## config.mk

```make
export PLATFORM = sky130hd
export DESIGN_NAME = gler_top
export DESIGN_NICKNAME = d
export VERILOG_FILES = /design/src/gler_pkg.sv /design/src/gler_pin_route.sv /design/src/gler_top.sv
export SDC_FILE = /design/constraint.sdc
export NUM_CORES = 1
export LEC_CHECK = 0
export BUFFER_PORTS_ARGS = -buffer_cell sky130_fd_sc_hd__buf_2
export CORE_ASPECT_RATIO = 0.75
export CORE_MARGIN = 2
export CORE_UTILIZATION = 55
export CTS_CLUSTER_SIZE = 10
export DETAILED_ROUTE_END_ITERATION = 12
export PLACE_DENSITY = 0.86
export SYNTH_ARGS = -nofsm -noshare
export SYNTH_HDL_FRONTEND = slang
export SYNTH_SLANG_ARGS = --single-unit
```

## constraint.sdc

```tcl
create_clock -name clock -period 2.95 [get_ports clock]
set_input_delay 0.885 -clock clock [delete_from_list [all_inputs] [get_ports clock]]
set_output_delay 0.885 -clock clock [all_outputs]
set_load 0.02 [all_outputs]
```

## src/gler_pkg.sv

```systemverilog
// Purpose: shared constants and carriers for the low pin event router
// Assumes: one 32-bit route register at a fixed register-port offset
// Notes: four bits per pin, pin n owns bits 4n+3 down to 4n
package gler_pkg;

	// ----------------------------------------
	// register map
	// ----------------------------------------
	localparam int GLER_ADDR_W = 8;
	localparam int GLER_DATA_W = 32;
	localparam logic [GLER_ADDR_W-1:0] GLER_ROUTE_OFS = 8'he0;
	localparam logic [GLER_DATA_W-1:0] GLER_ROUTE_RST = 32'h0000_0000;
	localparam logic [GLER_DATA_W-1:0] GLER_READ_ZERO = 32'h0000_0000;

	// ----------------------------------------
	// per-pin field layout
	// ----------------------------------------
	localparam int GLER_PINS = 8;
	localparam int GLER_FIELD_W = 8;
	localparam int GLER_SLOT_W = 4;
	localparam int GLER_POS_W = 3;
	localparam int GLER_GRP_BIT = 3;
	localparam logic GLER_GRP_INT = 1'b0;
	localparam logic GLER_GRP_PME = 1'b1;
	localparam logic [GLER_FIELD_W-1:0] GLER_ONE_HOT0 = 8'h01;
	localparam logic [GLER_FIELD_W-1:0] GLER_FIELD_ZERO = 8'h00;

	// register-port request
	typedef struct packed {
		logic [GLER_ADDR_W-1:0] addr;
		logic wr;
		logic rd;
		logic [GLER_DATA_W-1:0] wdata;
	} gler_reg_req_t;

	// the two output fields towards the mapper
	typedef struct packed {
		logic [GLER_FIELD_W-1:0] power_wake_event_field;
		logic [GLER_FIELD_W-1:0] int_field;
	} gler_fields_t;

endpackage

```

## src/gler_pin_route.sv

```systemverilog
// Purpose: steer one pin's event to one bit of one output field
// Assumes: event and selects are on the register clock
// Notes: purely combinational; the top registers the merged result
`timescale 1ns/1ps
`default_nettype none
module gler_pin_route
	import gler_pkg::*;
(
	input wire logic pin_event,
	input wire logic group_select,
	input wire logic [gler_pkg::GLER_POS_W-1:0] bit_select,
	output logic [gler_pkg::GLER_FIELD_W-1:0] int_vec,
	output logic [gler_pkg::GLER_FIELD_W-1:0] pme_vec
);

	// ----------------------------------------
	// decode
	// ----------------------------------------
	wire [GLER_FIELD_W-1:0] hot = pin_event ? (GLER_ONE_HOT0 << bit_select) : GLER_FIELD_ZERO;
	wire to_pme = (group_select == GLER_GRP_PME);

	// only one of the two fields ever sees this pin
	assign int_vec = to_pme ? GLER_FIELD_ZERO : hot;
	assign pme_vec = to_pme ? hot : GLER_FIELD_ZERO;

endmodule // gler_pin_route
`default_nettype wire

```

## src/gler_top.sv

```systemverilog
// Purpose: route events of pins 0..7 into the interrupt or wake field
// Assumes: register port and event inputs share the one clock
// Notes: outputs lag events by one clock; reads answer one clock later
`timescale 1ns/1ps
`default_nettype none
// How it works
// group bit 0 interrupt field, 1 wake field
// three-bit value n selects field bit n
// pin 7 fields at bit 31, 30:28
// pin 6 fields at bit 27, 26:24
// pin 5 fields at bit 23, 22:20
// pin 4 fields at bit 19, 18:16
// pin 3 fields at bit 15, 14:12
// pin 2 fields at bit 11, 10:8
// pin 1 fields at bit 7, 6:4
// pin 0 fields at bit 3, 2:0
// shared destination bits OR the events together
// reset clears all selects to zero
module gler_top
	import gler_pkg::*;
(
	input wire logic clock,
	input wire logic arst_n,
	input wire gler_pkg::gler_reg_req_t reg_req,
	output logic [gler_pkg::GLER_DATA_W-1:0] reg_rdata,
	input wire logic [gler_pkg::GLER_PINS-1:0] pin_event,
	output gler_pkg::gler_fields_t fields
);
	import gler_pkg::*;

	logic [GLER_DATA_W-1:0] route_reg;
	logic [GLER_DATA_W-1:0] route_next;
	logic [GLER_DATA_W-1:0] rdata_reg;
	logic [GLER_DATA_W-1:0] rdata_next;
	gler_fields_t fields_reg;
	gler_fields_t fields_next;
	logic [GLER_FIELD_W-1:0] int_part [GLER_PINS];
	logic [GLER_FIELD_W-1:0] pme_part [GLER_PINS];

	// ----------------------------------------
	// register port decode
	// ----------------------------------------
	// only the exact offset is mapped; other writes are dropped silently
	wire hit = (reg_req.addr == GLER_ROUTE_OFS);
	wire wr_hit = reg_req.wr && hit;
	wire rd_hit = reg_req.rd && hit;

	assign route_next = wr_hit ? reg_req.wdata : route_reg;
	// unmapped reads answer zero so software sees a defined value
	assign rdata_next = rd_hit ? route_reg : (reg_req.rd ? GLER_READ_ZERO : rdata_reg);

	// route register and read data
	always_ff @(posedge clock or negedge arst_n) begin
		if (!arst_n) begin
			route_reg <= GLER_ROUTE_RST;
			rdata_reg <= GLER_READ_ZERO;
		end else begin
			route_reg <= route_next;
			rdata_reg <= rdata_next;
		end
	end

	assign reg_rdata = rdata_reg;

	// ----------------------------------------
	// per-pin steering
	// ----------------------------------------
	// pin n owns the nibble at 4n: group bit on top, position below
	for (genvar p = 0; p < GLER_PINS; p++) begin : g_pin
		gler_pin_route u_route (
			.pin_event(pin_event[p]),
			.group_select(route_reg[p*GLER_SLOT_W+GLER_GRP_BIT]),
			.bit_select(route_reg[p*GLER_SLOT_W +: GLER_POS_W]),
			.int_vec(int_part[p]),
			.pme_vec(pme_part[p])
		);
	end

	// merge all pins; a plain OR keeps pins on a shared bit from masking each other
	always_comb begin
		fields_next.int_field = GLER_FIELD_ZERO;
		fields_next.power_wake_event_field = GLER_FIELD_ZERO;
		for (int p = 0; p < GLER_PINS; p++) begin
			fields_next.int_field = fields_next.int_field | int_part[p];
			fields_next.power_wake_event_field = fields_next.power_wake_event_field | pme_part[p];
		end
	end

	// registered fields, so the mapper sees glitch-free levels
	always_ff @(posedge clock or negedge arst_n) begin
		if (!arst_n) begin
			fields_reg <= '0;
		end else begin
			fields_reg <= fields_next;
		end
	end

	assign fields = fields_reg;

	// ----------------------------------------
	// checks
	// ----------------------------------------
	logic seen_clock_reg;

	// marks the first clock after reset release
	always_ff @(posedge clock or negedge arst_n) begin
		if (!arst_n) begin
			seen_clock_reg <= 1'b0;
		end else begin
			seen_clock_reg <= 1'b1;
		end
	end

	property p_pin0_int;
		@(posedge clock) disable iff (!arst_n)
		(pin_event == 8'h01 && route_reg[3] == GLER_GRP_INT)
		|=> (fields.int_field == (GLER_ONE_HOT0 << $past(route_reg[2:0])))
		&& (fields.power_wake_event_field == GLER_FIELD_ZERO);
	endproperty
	a_pin0_int: assert property (p_pin0_int) else $error("pin 0 missed its interrupt bit");

	property p_pin7_pme;
		@(posedge clock) disable iff (!arst_n)
		(pin_event == 8'h80 && route_reg[31] == GLER_GRP_PME)
		|=> (fields.power_wake_event_field == (GLER_ONE_HOT0 << $past(route_reg[30:28])))
		&& (fields.int_field == GLER_FIELD_ZERO);
	endproperty
	a_pin7_pme: assert property (p_pin7_pme) else $error("pin 7 missed its wake bit");

	property p_pin6_pos;
		@(posedge clock) disable iff (!arst_n)
		(pin_event == 8'h40 && route_reg[27] == GLER_GRP_INT)
		|=> fields.int_field == (GLER_ONE_HOT0 << $past(route_reg[26:24]));
	endproperty
	a_pin6_pos: assert property (p_pin6_pos) else $error("pin 6 landed on wrong bit");

	property p_pin5_pme;
		@(posedge clock) disable iff (!arst_n)
		(pin_event == 8'h20 && route_reg[23] == GLER_GRP_PME)
		|=> (fields.power_wake_event_field == (GLER_ONE_HOT0 << $past(route_reg[22:20])))
		&& (fields.int_field == GLER_FIELD_ZERO);
	endproperty
	a_pin5_pme: assert property (p_pin5_pme) else $error("pin 5 missed its wake bit");

	property p_pin4_int;
		@(posedge clock) disable iff (!arst_n)
		(pin_event == 8'h10 && route_reg[19] == GLER_GRP_INT)
		|=> (fields.int_field == (GLER_ONE_HOT0 << $past(route_reg[18:16])))
		&& (fields.power_wake_event_field == GLER_FIELD_ZERO);
	endproperty
	a_pin4_int: assert property (p_pin4_int) else $error("pin 4 missed its int bit");

	property p_pin3_pos;
		@(posedge clock) disable iff (!arst_n)
		(pin_event == 8'h08 && route_reg[15] == GLER_GRP_PME)
		|=> fields.power_wake_event_field == (GLER_ONE_HOT0 << $past(route_reg[14:12]));
	endproperty
	a_pin3_pos: assert property (p_pin3_pos) else $error("pin 3 landed on wrong bit");

	property p_pin2_pos;
		@(posedge clock) disable iff (!arst_n)
		(pin_event == 8'h04 && route_reg[11] == GLER_GRP_INT)
		|=> fields.int_field == (GLER_ONE_HOT0 << $past(route_reg[10:8]));
	endproperty
	a_pin2_pos: assert property (p_pin2_pos) else $error("pin 2 landed on wrong bit");

	property p_pin1_pos;
		@(posedge clock) disable iff (!arst_n)
		(pin_event == 8'h02 && route_reg[7] == GLER_GRP_PME)
		|=> fields.power_wake_event_field == (GLER_ONE_HOT0 << $past(route_reg[6:4]));
	endproperty
	a_pin1_pos: assert property (p_pin1_pos) else $error("pin 1 landed on wrong bit");

	property p_group_split;
		@(posedge clock) disable iff (!arst_n)
		(pin_event == 8'h08 && route_reg[15] == GLER_GRP_PME)
		|=> fields.int_field == GLER_FIELD_ZERO;
	endproperty
	a_group_split: assert property (p_group_split) else $error("wake pin leaked to interrupt");

	property p_quiet;
		@(posedge clock) disable iff (!arst_n)
		(pin_event == 8'h00) |=> (fields == '0);
	endproperty
	a_quiet: assert property (p_quiet) else $error("field bit set without an event");

	property p_shared_or;
		@(posedge clock) disable iff (!arst_n)
		(pin_event[0] && pin_event[1] && route_reg[7:4] == route_reg[3:0]
			&& route_reg[3] == GLER_GRP_INT)
		|=> fields.int_field[$past(route_reg[2:0])];
	endproperty
	a_shared_or: assert property (p_shared_or) else $error("shared bit lost an event");

	property p_reset_clear;
		@(posedge clock) disable iff (!arst_n)
		!seen_clock_reg |-> (route_reg == GLER_ROUTE_RST);
	endproperty
	a_reset_clear: assert property (p_reset_clear) else $error("route not cleared by reset");

	property p_write_read;
		@(posedge clock) disable iff (!arst_n)
		(wr_hit && !reg_req.rd) ##1 (rd_hit && !reg_req.wr)
		|=> reg_rdata == $past(reg_req.wdata, 2);
	endproperty
	a_write_read: assert property (p_write_read) else $error("readback differs from write");

	property p_pin0_pos;
		@(posedge clock) disable iff (!arst_n)
		(pin_event == 8'h01 && route_reg[3:0] == 4'h7) |=> fields.int_field == 8'h80;
	endproperty
	a_pin0_pos: assert property (p_pin0_pos) else $error("position seven not decoded");

	property p_unmapped;
		@(posedge clock) disable iff (!arst_n)
		(reg_req.rd && !hit) |=> reg_rdata == GLER_READ_ZERO;
	endproperty
	a_unmapped: assert property (p_unmapped) else $error("unmapped read not zero");

	c_int_route: cover property (@(posedge clock) disable iff (!arst_n)
		fields.int_field != GLER_FIELD_ZERO);
	c_pme_route: cover property (@(posedge clock) disable iff (!arst_n)
		fields.power_wake_event_field != GLER_FIELD_ZERO);
	c_write_then_event: cover property (@(posedge clock) disable iff (!arst_n)
		wr_hit ##1 (pin_event != 8'h00) ##1 (fields != '0));
	// back-to-back write then read of the route word
	c_back_to_back: cover property (@(posedge clock) disable iff (!arst_n)
		wr_hit ##1 rd_hit);

endmodule // gler_top
`default_nettype wire

```

==> flow_summary.ini <==
[global_route]
grt_max_degree = 81
grt_pass1_wl_mm = 18.6
first_global_vias = 3413
antenna_found_initial = 1
grt.overflow.total = 0
grtUsageTotal_pct = 30.9

[final_layout]
mostFrequentLayoutCells = buf_2, dfrtp_1, a22o_1
layout-drive-gt1-share_pct = 33.6
diodes = 0
multi_input_area_um2 = 1900
fin_nets = 504
area_delta_synth_final_pct = 18.7
fin_util_pct = 68.8
seq_area_um2 = 2000
layout_commonest_cell = buf_2
fillers = 563

[setup_path]
slowest_stage = or4_4
rrSetupSlack_ns = 1.13
slowest_delay_ns = 0.56
cp.arrival_ns = 2.48
timing.rr.start = route_reg[17]
start_kind = primary input
worstPathCellList = buf_2 > or4_4 > nor2_2 > nand2_2 > buf_4 > mux2_1
r2r-end = fields[8]
crit_path_end_kind = register
cp_max_fo = 32
setup.worst_path.class = primary input to register
worstPathRequired_ns = 3.19
r2r.worst_path.cells = 4

[clocking]
cts_tree = done
hold_buffers = 0
root_buffer = clkbuf_8
clock_latency_ns = 0.36
cts_buffers = 9
cts_setup_buffers = 0
clk_pin_slew_ns = 0.08
clock-sinks = 80
htreeDepth = 3
cts_resized = 0
clk_path_buf_depth = 2

[synth]
syn-mean-instance-area_um2 = 11.1
synthesis.nets = 415
yosysSeqAreaShare_pct = 49.6
synth_ff_type = dfrtp_1
synth_edf_count = 0
synth_area_um2 = 4030
synth_seq_cells = 80
netlist_instances = 363
yosys_warnings = 0
synth_cell_types = 46
synthArstFlopShare_pct = 100

[run]
drv_cap = 0

[sta]
finalHoldViolations = 0
clock_skew_ns = 0.0108
timing.setup.tns_ns = 0
min_period_ns = 2.24
setup_slack_ns = 0.712
rsz0062_at_grt = false
holdWs_ns = 0.510
drv_slew = 0
max_freq_mhz = 447
slew_headroom_pct = 35.2
worst_pin_slew_ns = 0.972
period_share_pct = 75.9
setup_viol = 0

[power]
p_total_mw = 2.31
power_density_nw_per_um2 = 482
ir_drop_mv = 0.329
power_leakage_nw = 2.44

[route]
num_vias = 3483
drc = 0
drt_iter0_drc = 314
wire_per_inst_um = 21.2
drt_first_pass_iters = 5
viasPerCell = 6.29
routed_wl_mm = 11.8
final_antenna_net_count = 0

[die]
die-area_um2 = 8040
ios = 100
chipWidth_um = 103
core_um2 = 6960
die_h_um = 78.2
rows = 26
initial_core_util_pct = 57.9

[hold_path]
holdPathStages = 1
holdCritStartpoint = reg_rdata[21]
worstHoldEndpoint = reg_rdata[21]
min_path_type = register to register

[place]
portBuffers = 99
place_hpwl_mm = 8.51
place.gp.congestion = 1.02
pre_cts_slack_ns = 0.390

[run_status]
status = finished, final reports clean
## cell usage after synthesis, types with 4 or more instances
| library cell | number | area [um^2] |
|---|---|---|
| a21oi_1 | 7 | 35.0 |
| nor3_1 | 12 | 60.1 |
| nand4_1 | 4 | 25.0 |
| inv_1 | 4 | 15.0 |
| nand3_1 | 10 | 50.1 |
| nor2_1 | 27 | 101 |
| nand2_1 | 16 | 60.1 |
| a22o_1 | 32 | 280 |
| mux2_4 | 30 | 450 |
| a22oi_1 | 4 | 30.0 |
| nor3b_1 | 6 | 45.0 |
| buf_2 | 4 | 20.0 |
| o22ai_1 | 22 | 138 |
| nand2b_1 | 18 | 113 |
| nor2b_1 | 7 | 43.8 |
| dfrtp_1 | 80 | 2000 |
| a211oi_1 | 4 | 30.0 |
| a31oi_1 | 5 | 31.3 |
| nand3b_1 | 12 | 90.1 |
| clkbuf_1 | 18 | 67.6 |
## kinds of logic (layout without fill, tap and decap cells)
kind of cell	Yosys count	after routing	synth area share [%]
multiplexers	32	32	11.7
flip-flops	80	80	49.6
AND/OR/NAND/NOR	132	132	18.4
buffers and inverters	29	122	3.38
AO/OA/AOI/OAI	90	90	16.9
## layer usage
metal	global-route usage (%)	up-vias	part of all wire [%]	wire length, um
met4	9.08	0	2.2	264
met1	43.8	1711	45	5260
li1	-	1540	-	-
met5	0	-	0	0
met2	45.6	205	44	5140
met3	9.62	27	9.4	1110
## report_power, final
part	internal (mW)	leakage (nW)	switching, mW
sequential	1.13	1.10	0.0515
combinational	0.0974	1.23	0.131
clock	0.517	0.112	0.384
total	1.74	2.44	0.566
## worst max-delay path: cells and delay by family
family	cells	cell delay, ns
simple gates	3	0.77
buf+inv	2	0.42
mux	1	0.39
## through the flow
stage,cells,instance area (um^2)
2_1_floorplan,363,4030
3_5_place_dp,539,4570
6_report,554,4790
3_3_place_gp,539,4570
4_1_cts,554,4790
5_1_grt,554,4790
## final cells by class
cell class	count	area share, %
Clock buffer	12	3.24
Inverter	4	0.314
Clock inverter	3	1.36
Timing Repair Buffer	103	11.0
Sequential cell	80	41.8
Tap cell	98	2.56
Multi-Input combinational cell	254	39.7
## how the worst max path moves through the flow
stage          slack (ns)         from       endpoint  cells past startpoint
2_1_floorplan        0.76  reg_req[35]  route_reg[10]                      5
3_3_place_gp         0.45  reg_req[35]   route_reg[0]                      6
3_5_place_dp         0.39  reg_req[35]   route_reg[0]                      6
4_1_cts              0.73  reg_req[35]   route_reg[0]                      6
5_1_grt              0.71  reg_req[35]   route_reg[0]                      6
6_report             0.71  reg_req[35]   route_reg[1]                      6
No activity file was read; power rests on OpenSTA's default activity.
